**src/hdl/crypto_dma_pkg.sv**
```systemverilog
// constants shared by the crypto engine DMA control block
// assumes a 25 MHz system clock and a 32-bit register port
package crypto_dma_pkg;

   // ------------------------------------------------------------
   // register map (byte addresses on the register port)
   // ------------------------------------------------------------
   localparam logic [3:0]  CTRL_ADDR      = 4'h0;
   localparam logic [3:0]  STAT_ADDR      = 4'h4;
   localparam logic [3:0]  DESC_BASE_ADDR = 4'h8;

   // ------------------------------------------------------------
   // crypto_dma_control fields
   // ------------------------------------------------------------
   localparam int          OUT_SWAP_BIT   = 7;
   localparam int          SRST_BIT       = 6;
   localparam int          IN_SWAP_BIT    = 5;
   localparam int          FETCH_BIT      = 2;
   localparam int          POLL_BIT       = 1;
   localparam int          DMA_EN_BIT     = 0;
   localparam logic [7:0]  CTRL_WR_MASK   = 8'hA7;
   localparam logic [7:0]  CTRL_RESET     = 8'h00;

   // ------------------------------------------------------------
   // crypto_dma_status fields
   // ------------------------------------------------------------
   localparam int          ACTIVE_BIT     = 16;

   // ------------------------------------------------------------
   // descriptor layout: word 0 header, 1 source, 2 destination, 3 next
   // ------------------------------------------------------------
   localparam int          DESC_VALID_BIT = 31;
   localparam int          DESC_LAST_BIT  = 15;
   localparam logic [31:0] WORD_STEP      = 32'h0000_0004;

   // ------------------------------------------------------------
   // timing
   // ------------------------------------------------------------
   localparam int          CLK_PERIOD_NS  = 40;
   localparam int          SOFT_RESET_NS  = 160;
   localparam int          POLL_GAP_NS    = 400;
   localparam int          SOFT_RESET_CYC = (SOFT_RESET_NS + CLK_PERIOD_NS - 1) / CLK_PERIOD_NS;
   localparam int          POLL_GAP_CYC   = POLL_GAP_NS / CLK_PERIOD_NS;

   // ------------------------------------------------------------
   // descriptor processor states
   // ------------------------------------------------------------
   typedef enum logic [4:0] {
      ST_IDLE  = 5'h01,
      ST_DESC  = 5'h02,
      ST_POLL  = 5'h04,
      ST_READ  = 5'h08,
      ST_WRITE = 5'h10
   } proc_state_e;

endpackage

```
**src/hdl/byte_swap.sv**
```systemverilog
// reverses the byte order of a word when enabled
// assumes a width that is a whole number of bytes
`timescale 1ns/1ps
module byte_swap #(
   parameter int WIDTH = 32
) (
   // control
   input  wire logic             swap_en,
   // data
   input  wire logic [WIDTH-1:0] word_in,
   output logic      [WIDTH-1:0] word_out
);

   initial begin
      if (WIDTH % 8 != 0 || WIDTH < 8) begin
         $error("byte_swap width must be whole bytes");
      end
   end

   logic [WIDTH-1:0] swapped;

   always_comb begin
      swapped = '0;
      for (int i = 0; i < WIDTH / 8; i++) begin
         swapped[i*8 +: 8] = word_in[WIDTH-8-i*8 +: 8];
      end
   end

   assign word_out = swap_en ? swapped : word_in;

endmodule

```
**src/hdl/soft_reset_seq.sv**
```systemverilog
// stretches a soft reset request into a fixed-length busy window
// assumes start is a one-cycle pulse from same-clock logic
`timescale 1ns/1ps
module soft_reset_seq #(
   parameter int CYCLES = crypto_dma_pkg::SOFT_RESET_CYC
) (
   // clock and reset
   input  wire logic clk,
   input  wire logic rst,
   // control
   input  wire logic start,
   output logic      busy_reg
);

   initial begin
      if (CYCLES < 1 || CYCLES > 255) begin
         $error("soft_reset_seq cycles out of range");
      end
   end

   logic [7:0] count_reg;
   wire        last = (count_reg == 8'h01);

   // a fresh request while busy restarts the window
   always_ff @(posedge clk or posedge rst) begin
      if (rst) begin
         busy_reg  <= 1'b0;
         count_reg <= 8'h00;
      end else if (start) begin
         busy_reg  <= 1'b1;
         count_reg <= 8'(CYCLES);
      end else if (busy_reg) begin
         busy_reg  <= !last;
         count_reg <= count_reg - 8'h01;
      end
   end

endmodule

```
**src/hdl/crypto_dma_ctrl.sv**
```systemverilog
// control, status and descriptor processor of the crypto engine DMA
// assumes a same-clock memory bus that answers a held request with a one-cycle ack
`timescale 1ns/1ps

// Operation
// - output swap set: every word the DMA writes is the input swap's result with its bytes reversed, so both swaps set cancel
// - writing one to soft reset starts engine reset; hardware clears it
// - input swap set: every data word the DMA reads has its bytes reversed; descriptor words are used as read
// - descriptors are fetched only while the fetch enable is one
// - with polling on, re-read a descriptor until valid; otherwise never poll
// - DMA transfers run only while the engine transfer enable is one
// - status active flag is one while the processor works, zero when idle
// - status low sixteen bits show the current descriptor control word
// - unimplemented control bits read zero; implemented bits reset to zero
module crypto_dma_ctrl #(
   parameter int POLL_CYCLES  = crypto_dma_pkg::POLL_GAP_CYC,
   parameter int RESET_CYCLES = crypto_dma_pkg::SOFT_RESET_CYC
) (
   // clock and reset
   input  wire logic        clk,
   input  wire logic        rst,
   // register port
   input  wire logic [3:0]  reg_addr,
   input  wire logic [31:0] reg_wdata,
   input  wire logic        reg_wr,
   input  wire logic        reg_rd,
   output logic      [31:0] reg_rdata,
   // system memory master
   output logic             mem_req,
   output logic             mem_we,
   output logic      [31:0] mem_addr,
   output logic      [31:0] mem_wdata,
   input  wire logic [31:0] mem_rdata,
   input  wire logic        mem_ack
);

   initial begin
      if (POLL_CYCLES < 1 || POLL_CYCLES > 255) begin
         $error("crypto_dma_ctrl poll gap out of range");
      end
   end

   function automatic logic [31:0] step(input logic [31:0] a);
      step = a + crypto_dma_pkg::WORD_STEP;
   endfunction

   // ------------------------------------------------------------
   // registers
   // ------------------------------------------------------------
   logic [7:0]                  ctrl_reg;
   logic [31:0]                 desc_base_reg;
   logic [31:0]                 rdata_reg;
   crypto_dma_pkg::proc_state_e state_reg;
   logic [31:0]                 desc_ptr_reg;
   logic [1:0]                  word_idx_reg;
   logic [31:0]                 src_reg;
   logic [31:0]                 dst_reg;
   logic [31:0]                 next_reg;
   logic [15:0]                 cur_ctrl_reg;
   logic [7:0]                  count_reg;
   logic [7:0]                  poll_cnt_reg;
   logic                        done_reg;
   logic                        mem_req_reg;
   logic                        mem_we_reg;
   logic [31:0]                 mem_addr_reg;
   logic [31:0]                 mem_wdata_reg;
   logic                        soft_busy;

   // ------------------------------------------------------------
   // decode
   // ------------------------------------------------------------
   wire        wr_ctrl   = reg_wr && (reg_addr == crypto_dma_pkg::CTRL_ADDR);
   wire        wr_base   = reg_wr && (reg_addr == crypto_dma_pkg::DESC_BASE_ADDR);
   wire        srst_req  = wr_ctrl && reg_wdata[crypto_dma_pkg::SRST_BIT];
   wire        dma_en    = ctrl_reg[crypto_dma_pkg::DMA_EN_BIT];
   wire        fetch_en  = ctrl_reg[crypto_dma_pkg::FETCH_BIT];
   wire        poll_en   = ctrl_reg[crypto_dma_pkg::POLL_BIT];
   wire        abort     = !dma_en || !fetch_en || soft_busy;
   wire        go        = !abort && !done_reg;
   wire        active    = (state_reg != crypto_dma_pkg::ST_IDLE);
   wire        desc_ok   = mem_rdata[crypto_dma_pkg::DESC_VALID_BIT];
   wire        last_desc = cur_ctrl_reg[crypto_dma_pkg::DESC_LAST_BIT];
   wire [31:0] ctrl_view = {24'h000000, ctrl_reg | {1'b0, soft_busy, 6'h00}};
   wire [31:0] stat_view = {15'h0000, active, cur_ctrl_reg};
   wire [31:0] in_word;
   wire [31:0] out_word;
   wire [31:0] rd_mux    = (reg_addr == crypto_dma_pkg::CTRL_ADDR)      ? ctrl_view :
                           (reg_addr == crypto_dma_pkg::STAT_ADDR)      ? stat_view :
                           (reg_addr == crypto_dma_pkg::DESC_BASE_ADDR) ? desc_base_reg :
                           32'h0000_0000;

   // ------------------------------------------------------------
   // data path: swap in, then swap out (the output swap takes the input swap's result directly)
   // ------------------------------------------------------------
   byte_swap #(.WIDTH(32)) u_in_swap (
      .swap_en  (ctrl_reg[crypto_dma_pkg::IN_SWAP_BIT]),
      .word_in  (mem_rdata),
      .word_out (in_word)
   );
   byte_swap #(.WIDTH(32)) u_out_swap (
      .swap_en  (ctrl_reg[crypto_dma_pkg::OUT_SWAP_BIT]),
      .word_in  (in_word),
      .word_out (out_word)
   );

   soft_reset_seq #(.CYCLES(RESET_CYCLES)) u_soft_reset (
      .clk      (clk),
      .rst      (rst),
      .start    (srst_req),
      .busy_reg (soft_busy)
   );

   // ------------------------------------------------------------
   // register port
   // ------------------------------------------------------------
   // soft reset bit lives in the sequencer, so it is masked out here
   always_ff @(posedge clk or posedge rst) begin
      if (rst) begin
         ctrl_reg      <= crypto_dma_pkg::CTRL_RESET;
         desc_base_reg <= 32'h0000_0000;
         rdata_reg     <= 32'h0000_0000;
      end else begin
         if (wr_ctrl) begin
            ctrl_reg <= reg_wdata[7:0] & crypto_dma_pkg::CTRL_WR_MASK;
         end
         if (wr_base) begin
            desc_base_reg <= reg_wdata;
         end
         rdata_reg <= reg_rd ? rd_mux : 32'h0000_0000;
      end
   end

   // ------------------------------------------------------------
   // descriptor processor
   // ------------------------------------------------------------
   always_ff @(posedge clk or posedge rst) begin
      if (rst) begin
         state_reg     <= crypto_dma_pkg::ST_IDLE;
         desc_ptr_reg  <= 32'h0000_0000;
         word_idx_reg  <= 2'h0;
         src_reg       <= 32'h0000_0000;
         dst_reg       <= 32'h0000_0000;
         next_reg      <= 32'h0000_0000;
         cur_ctrl_reg  <= 16'h0000;
         count_reg     <= 8'h00;
         poll_cnt_reg  <= 8'h00;
         done_reg      <= 1'b0;
         mem_req_reg   <= 1'b0;
         mem_we_reg    <= 1'b0;
         mem_addr_reg  <= 32'h0000_0000;
         mem_wdata_reg <= 32'h0000_0000;
      end else if (abort) begin
         // halting drops the bus request at once; the memory must accept withdrawal
         state_reg   <= crypto_dma_pkg::ST_IDLE;
         mem_req_reg <= 1'b0;
         mem_we_reg  <= 1'b0;
         done_reg    <= 1'b0;
         if (soft_busy) begin
            cur_ctrl_reg <= 16'h0000;
         end
      end else begin
         case (state_reg)
            crypto_dma_pkg::ST_IDLE: begin
               if (go) begin
                  state_reg    <= crypto_dma_pkg::ST_DESC;
                  desc_ptr_reg <= desc_base_reg;
                  word_idx_reg <= 2'h0;
                  mem_req_reg  <= 1'b1;
                  mem_addr_reg <= desc_base_reg;
               end
            end
            crypto_dma_pkg::ST_DESC: begin
               if (mem_ack) begin
                  word_idx_reg <= word_idx_reg + 2'h1;
                  mem_addr_reg <= step(mem_addr_reg);
                  case (word_idx_reg)
                     2'h0: begin
                        cur_ctrl_reg <= mem_rdata[15:0];
                        count_reg    <= mem_rdata[7:0];
                        if (!desc_ok) begin
                           mem_req_reg  <= 1'b0;
                           word_idx_reg <= 2'h0;
                           mem_addr_reg <= desc_ptr_reg;
                           poll_cnt_reg <= 8'(POLL_CYCLES);
                           if (poll_en) begin
                              state_reg <= crypto_dma_pkg::ST_POLL;
                           end else begin
                              state_reg <= crypto_dma_pkg::ST_IDLE;
                              done_reg  <= 1'b1;
                           end
                        end
                     end
                     2'h1: src_reg <= mem_rdata;
                     2'h2: dst_reg <= mem_rdata;
                     default: begin
                        next_reg <= mem_rdata;
                        if (count_reg == 8'h00) begin
                           mem_req_reg <= 1'b0;
                           state_reg   <= crypto_dma_pkg::ST_IDLE;
                           done_reg    <= 1'b1;
                        end else begin
                           state_reg    <= crypto_dma_pkg::ST_READ;
                           mem_addr_reg <= src_reg;
                        end
                     end
                  endcase
               end
            end
            crypto_dma_pkg::ST_POLL: begin
               poll_cnt_reg <= poll_cnt_reg - 8'h01;
               if (poll_cnt_reg == 8'h01) begin
                  state_reg   <= crypto_dma_pkg::ST_DESC;
                  mem_req_reg <= 1'b1;
               end
            end
            crypto_dma_pkg::ST_READ: begin
               if (mem_ack) begin
                  state_reg     <= crypto_dma_pkg::ST_WRITE;
                  mem_we_reg    <= 1'b1;
                  mem_addr_reg  <= dst_reg;
                  mem_wdata_reg <= out_word;
               end
            end
            crypto_dma_pkg::ST_WRITE: begin
               if (mem_ack) begin
                  mem_we_reg <= 1'b0;
                  src_reg    <= step(src_reg);
                  dst_reg    <= step(dst_reg);
                  count_reg  <= count_reg - 8'h01;
                  if (count_reg != 8'h01) begin
                     state_reg    <= crypto_dma_pkg::ST_READ;
                     mem_addr_reg <= step(src_reg);
                  end else if (last_desc) begin
                     state_reg   <= crypto_dma_pkg::ST_IDLE;
                     mem_req_reg <= 1'b0;
                     done_reg    <= 1'b1;
                  end else begin
                     state_reg    <= crypto_dma_pkg::ST_DESC;
                     desc_ptr_reg <= next_reg;
                     word_idx_reg <= 2'h0;
                     mem_addr_reg <= next_reg;
                  end
               end
            end
            default: begin
               state_reg   <= crypto_dma_pkg::ST_IDLE;
               mem_req_reg <= 1'b0;
            end
         endcase
      end
   end

   assign reg_rdata = rdata_reg;
   assign mem_req   = mem_req_reg;
   assign mem_we    = mem_we_reg;
   assign mem_addr  = mem_addr_reg;
   assign mem_wdata = mem_wdata_reg;

   // ------------------------------------------------------------
   // assertions
   // ------------------------------------------------------------
   logic [31:0] rdata_seen;
   always_ff @(posedge clk) begin
      rdata_seen <= mem_rdata;
   end
   wire [31:0] seen_swapped = {rdata_seen[7:0], rdata_seen[15:8],
                               rdata_seen[23:16], rdata_seen[31:24]};
   wire        data_taken   = !abort && mem_ack && (state_reg == crypto_dma_pkg::ST_READ);
   wire        hdr_taken    = !abort && mem_ack && (state_reg == crypto_dma_pkg::ST_DESC)
                              && (word_idx_reg == 2'h0) && !desc_ok;
endmodule

```
**config.mk**
```make
export PLATFORM = sky130hd
export DESIGN_NAME = crypto_dma_ctrl
export DESIGN_NICKNAME = d
export VERILOG_FILES = /design/src/hdl/crypto_dma_pkg.sv /design/src/hdl/byte_swap.sv /design/src/hdl/soft_reset_seq.sv /design/src/hdl/crypto_dma_ctrl.sv
export SDC_FILE = /design/constraint.sdc
export NUM_CORES = 1
export LEC_CHECK = 0
export BUFFER_PORTS_ARGS = -buffer_cell sky130_fd_sc_hd__buf_2
export CORE_MARGIN = 2
export CORE_UTILIZATION = 58
export CTS_CLUSTER_DIAMETER = 150
export DETAILED_ROUTE_END_ITERATION = 10
export HOLD_SLACK_MARGIN = 0.08
export PLACE_DENSITY = 0.82
export REMOVE_ABC_BUFFERS = 1
export SLEW_MARGIN = 30
export SYNTH_ARGS = -nofsm -noshare
export SYNTH_HDL_FRONTEND = slang
export SYNTH_HIERARCHICAL = 1
export SYNTH_SLANG_ARGS = --single-unit
```
**constraint.sdc**
```tcl
create_clock -name clk -period 14.4 [get_ports clk]
set_input_delay 2.88 -clock clk [delete_from_list [all_inputs] [get_ports clk]]
set_output_delay 2.88 -clock clk [all_outputs]
set_load 0.005 [all_outputs]
```
==> results.cfg <==
[timing]
fin_crit_ns = 4.68
setup_tns_ns = 0
fin_skew_ns = 0.0226
max_freq_mhz = 213
rsz0062_at_grt = false
hold_violations = 0
setup_viol = 0
max-slew-margin-rel_pct = 32.7
tightestPinTransition_ns = 1.01
fin_crit_sh_pct = 32.5
maxSlewViolCount = 0

[power_and_ir_drop]
powerDensity_nw_per_um2 = 135
switchingPower_mw = 0.879
pwr-share-comb_pct = 21.2
power_frac_clock_pct = 34.4
p_seq_share_pct = 44.4
p_int_mw = 1.86
ir_worst_vdd_mv = 0.137
finalPower_mw = 2.74
p_leak_nw = 9.02
p_sw_share_pct = 32.1

[clock_network]
cts_made_buffers = 36
post-cts-setup-buffers = 0
cts.sinks = 312
tritoncts = yes
clk_latency_ns = 0.54
cts_max_path_buffers = 3
cts.clk_slew.worst_paths_ns = 0.06
clock-root-buffer = clkbuf_16
cts_resized = 0
ctsHtreeMaxLevel = 2
postCtsHoldBufs = 0

[synth]
avgSynthCellArea_um2 = 9.45
synth_edf_count = 0
ys_ff_latch = 312
synth_warnings = 6
ys.flop_type = dfrtp_1
netlist_instances = 1926
synth_area_leaders = dfrtp_1 (43%), mux2_2 (7.1%), mux2_4 (4.9%)
synth_top_area_cell = dfrtp_1
ys_types = 85
syn_area_um2 = 18200
ys_seq_area_share_pct = 42.9
synthArstFlopShare_pct = 100
yosysTopAreaCellShare_pct = 42.8

[global_route]
antenna_found_initial = 1
grt_pass1_vias = 16703
grt_overflow = 0
grtUsageTotal_pct = 36.7
grt_pass1_wl_mm = 94.6
grt_max_degree = 116

[setup_path]
endpoint_kind = flop
reg2reg_from = state_reg[2]
start_kind = input port
crit_type = input port to flop
reg2reg_to = mem_addr[12]
reg2reg_slack_ns = 10.21
critPathArrivalTime_ns = 5.08
required_ns = 14.80
reg2regPathDepth = 8
crit_path_max_fanout = 40

[drt]
drt_iter0_drc = 2171
vias = 16932
ant_nets = 0
via_per_inst = 6.95
post_drt_wl_per_cell_um = 24.9
wirelength_mm = 60.7
dr.pass1.iters = 7
drc = 0

[placement]
dp_hpwl_mm = 40.9
place_congestion = 0.977
numPortBuffers = 170

[run_status]
status = finished, final reports clean

[die]
row_count = 64
initial_core_util_pct = 59.2
dieArea_um2 = 32800
dieHeight_um = 181
core_um2 = 30700
die_w_um = 181
boundaryPins = 171

[hold_path]
min_from = mem_wdata[22]
whs_path_depth = 1
hold_class = flop to flop
hold_end = mem_wdata[22]

[cells_and_area]
drive_gt1_share_pct = 22.8
layout_commonest_cell = dfrtp_1
mostFrequentLayoutCells = dfrtp_1 (309), nand2_1 (217), nor2_1 (170), buf_2 (170), o21ai_0 (130)
nNetsFinal = 2103
syn2layout_area_growth_pct = 11.7

[flow_run]
drv_cap = 0
[synth_stat cells, drive strengths merged, types with 6 or more instances]
cell type  instances
a2bb2oi           12
nor3              38
o21ai            131
or3               13
o32a               8
a211oi            16
and3              45
inv               32
clkbuf            79
o22a              22
dfrtp            311
o22ai             20
nor2             175
and2              10
o311ai             7
a22oi             23
nor4              20
and4               9
a221o              7
a21o               7
a32o               7
nand3             38
a21oi            129
buf               65
a31oi             67
xnor2             29
a22o               8
ha                14
nand2            218
nand2b            21
o211ai            15
a221oi            11
o21a              12
mux2             177
or4                6
xor2              15
nand4             32
a222oi             8
[power groups by stage]
stage / Clock [mW] / Sequential [mW] / Combinational [mW]
4_1_cts: 0.944 / 1.20 / 0.574
2_1_floorplan: 0 / 1.15 / 0.393
3_5_place_dp: 0 / 1.22 / 0.568
5_1_grt: 0.980 / 1.23 / 0.636
3_3_place_gp: 0 / 1.21 / 0.545
6_report: 0.942 / 1.21 / 0.580
[how the worst max path moves through the flow]
stage                  from                to  slack (ns)  cells after the start
CTS                     rst  desc_ptr_reg[21]        9.59                      4
detailed placement      rst       dst_reg[30]        9.05                      4
finish              mem_ack       mem_addr[9]        9.72                      7
global placement        rst  desc_ptr_reg[18]        9.08                      4
global route            rst       dst_reg[30]        9.63                      4
floorplan               rst      count_reg[0]        3.15                      1
[through the flow]
stage	utilization, %	instances	instance area (um^2)	setup WS, ns	hold slack, ns
floorplan	-	1782	17500	3.15	0.445
global route	66.1	2437	20300	9.63	0.523
global placement	62.0	2373	19100	9.08	0.463
detailed placement	62.1	2373	19100	9.05	0.489
finish	66.2	2438	20300	9.72	0.500
CTS	66.0	2436	20300	9.59	0.503
[cell families (layout without fill, tap and decap cells)]
group	count (synthesis)	in the layout	synth area share, %
AND/OR/NAND/NOR	651	651	17.3
multiplexers	181	181	12.4
other	0	1	0
XOR/XNOR	44	44	2.12
adder cells (fa/ha/maj)	14	14	0.962
AO/OA/AOI/OAI	548	548	19.6
flip-flops	312	312	42.9
buffers and inverters	176	291	4.72
[final cells by class]
cell class / instances / area, um^2
Fill cell: 2469 / 10400
Clock buffer: 52 / 1060
Inverter: 32 / 128
Timing Repair Buffer: 196 / 1070
Antenna cell: 1 / 2.50
Tap cell: 396 / 495
Clock inverter: 11 / 144
Sequential cell: 312 / 7810
Multi-Input combinational cell: 1438 / 9630
[per-layer routing]
metal	GRT usage, %	vias up	share of wire [%]
li1	-	7279	-
met1	48.5	8190	37
met2	56.3	1178	45
met3	7.68	283	12
met4	20.8	2	6.1
met5	0	-	0.012
[critical path, cell delays in order]
cell	delay, ns
buf_2	0.20
nor3b_1	0.10
a2111o_1	0.64
a21oi_4	0.20
buf_4	0.47
o311ai_0	0.23
o32a_1	0.34
(Power assumes the default switching activity.)
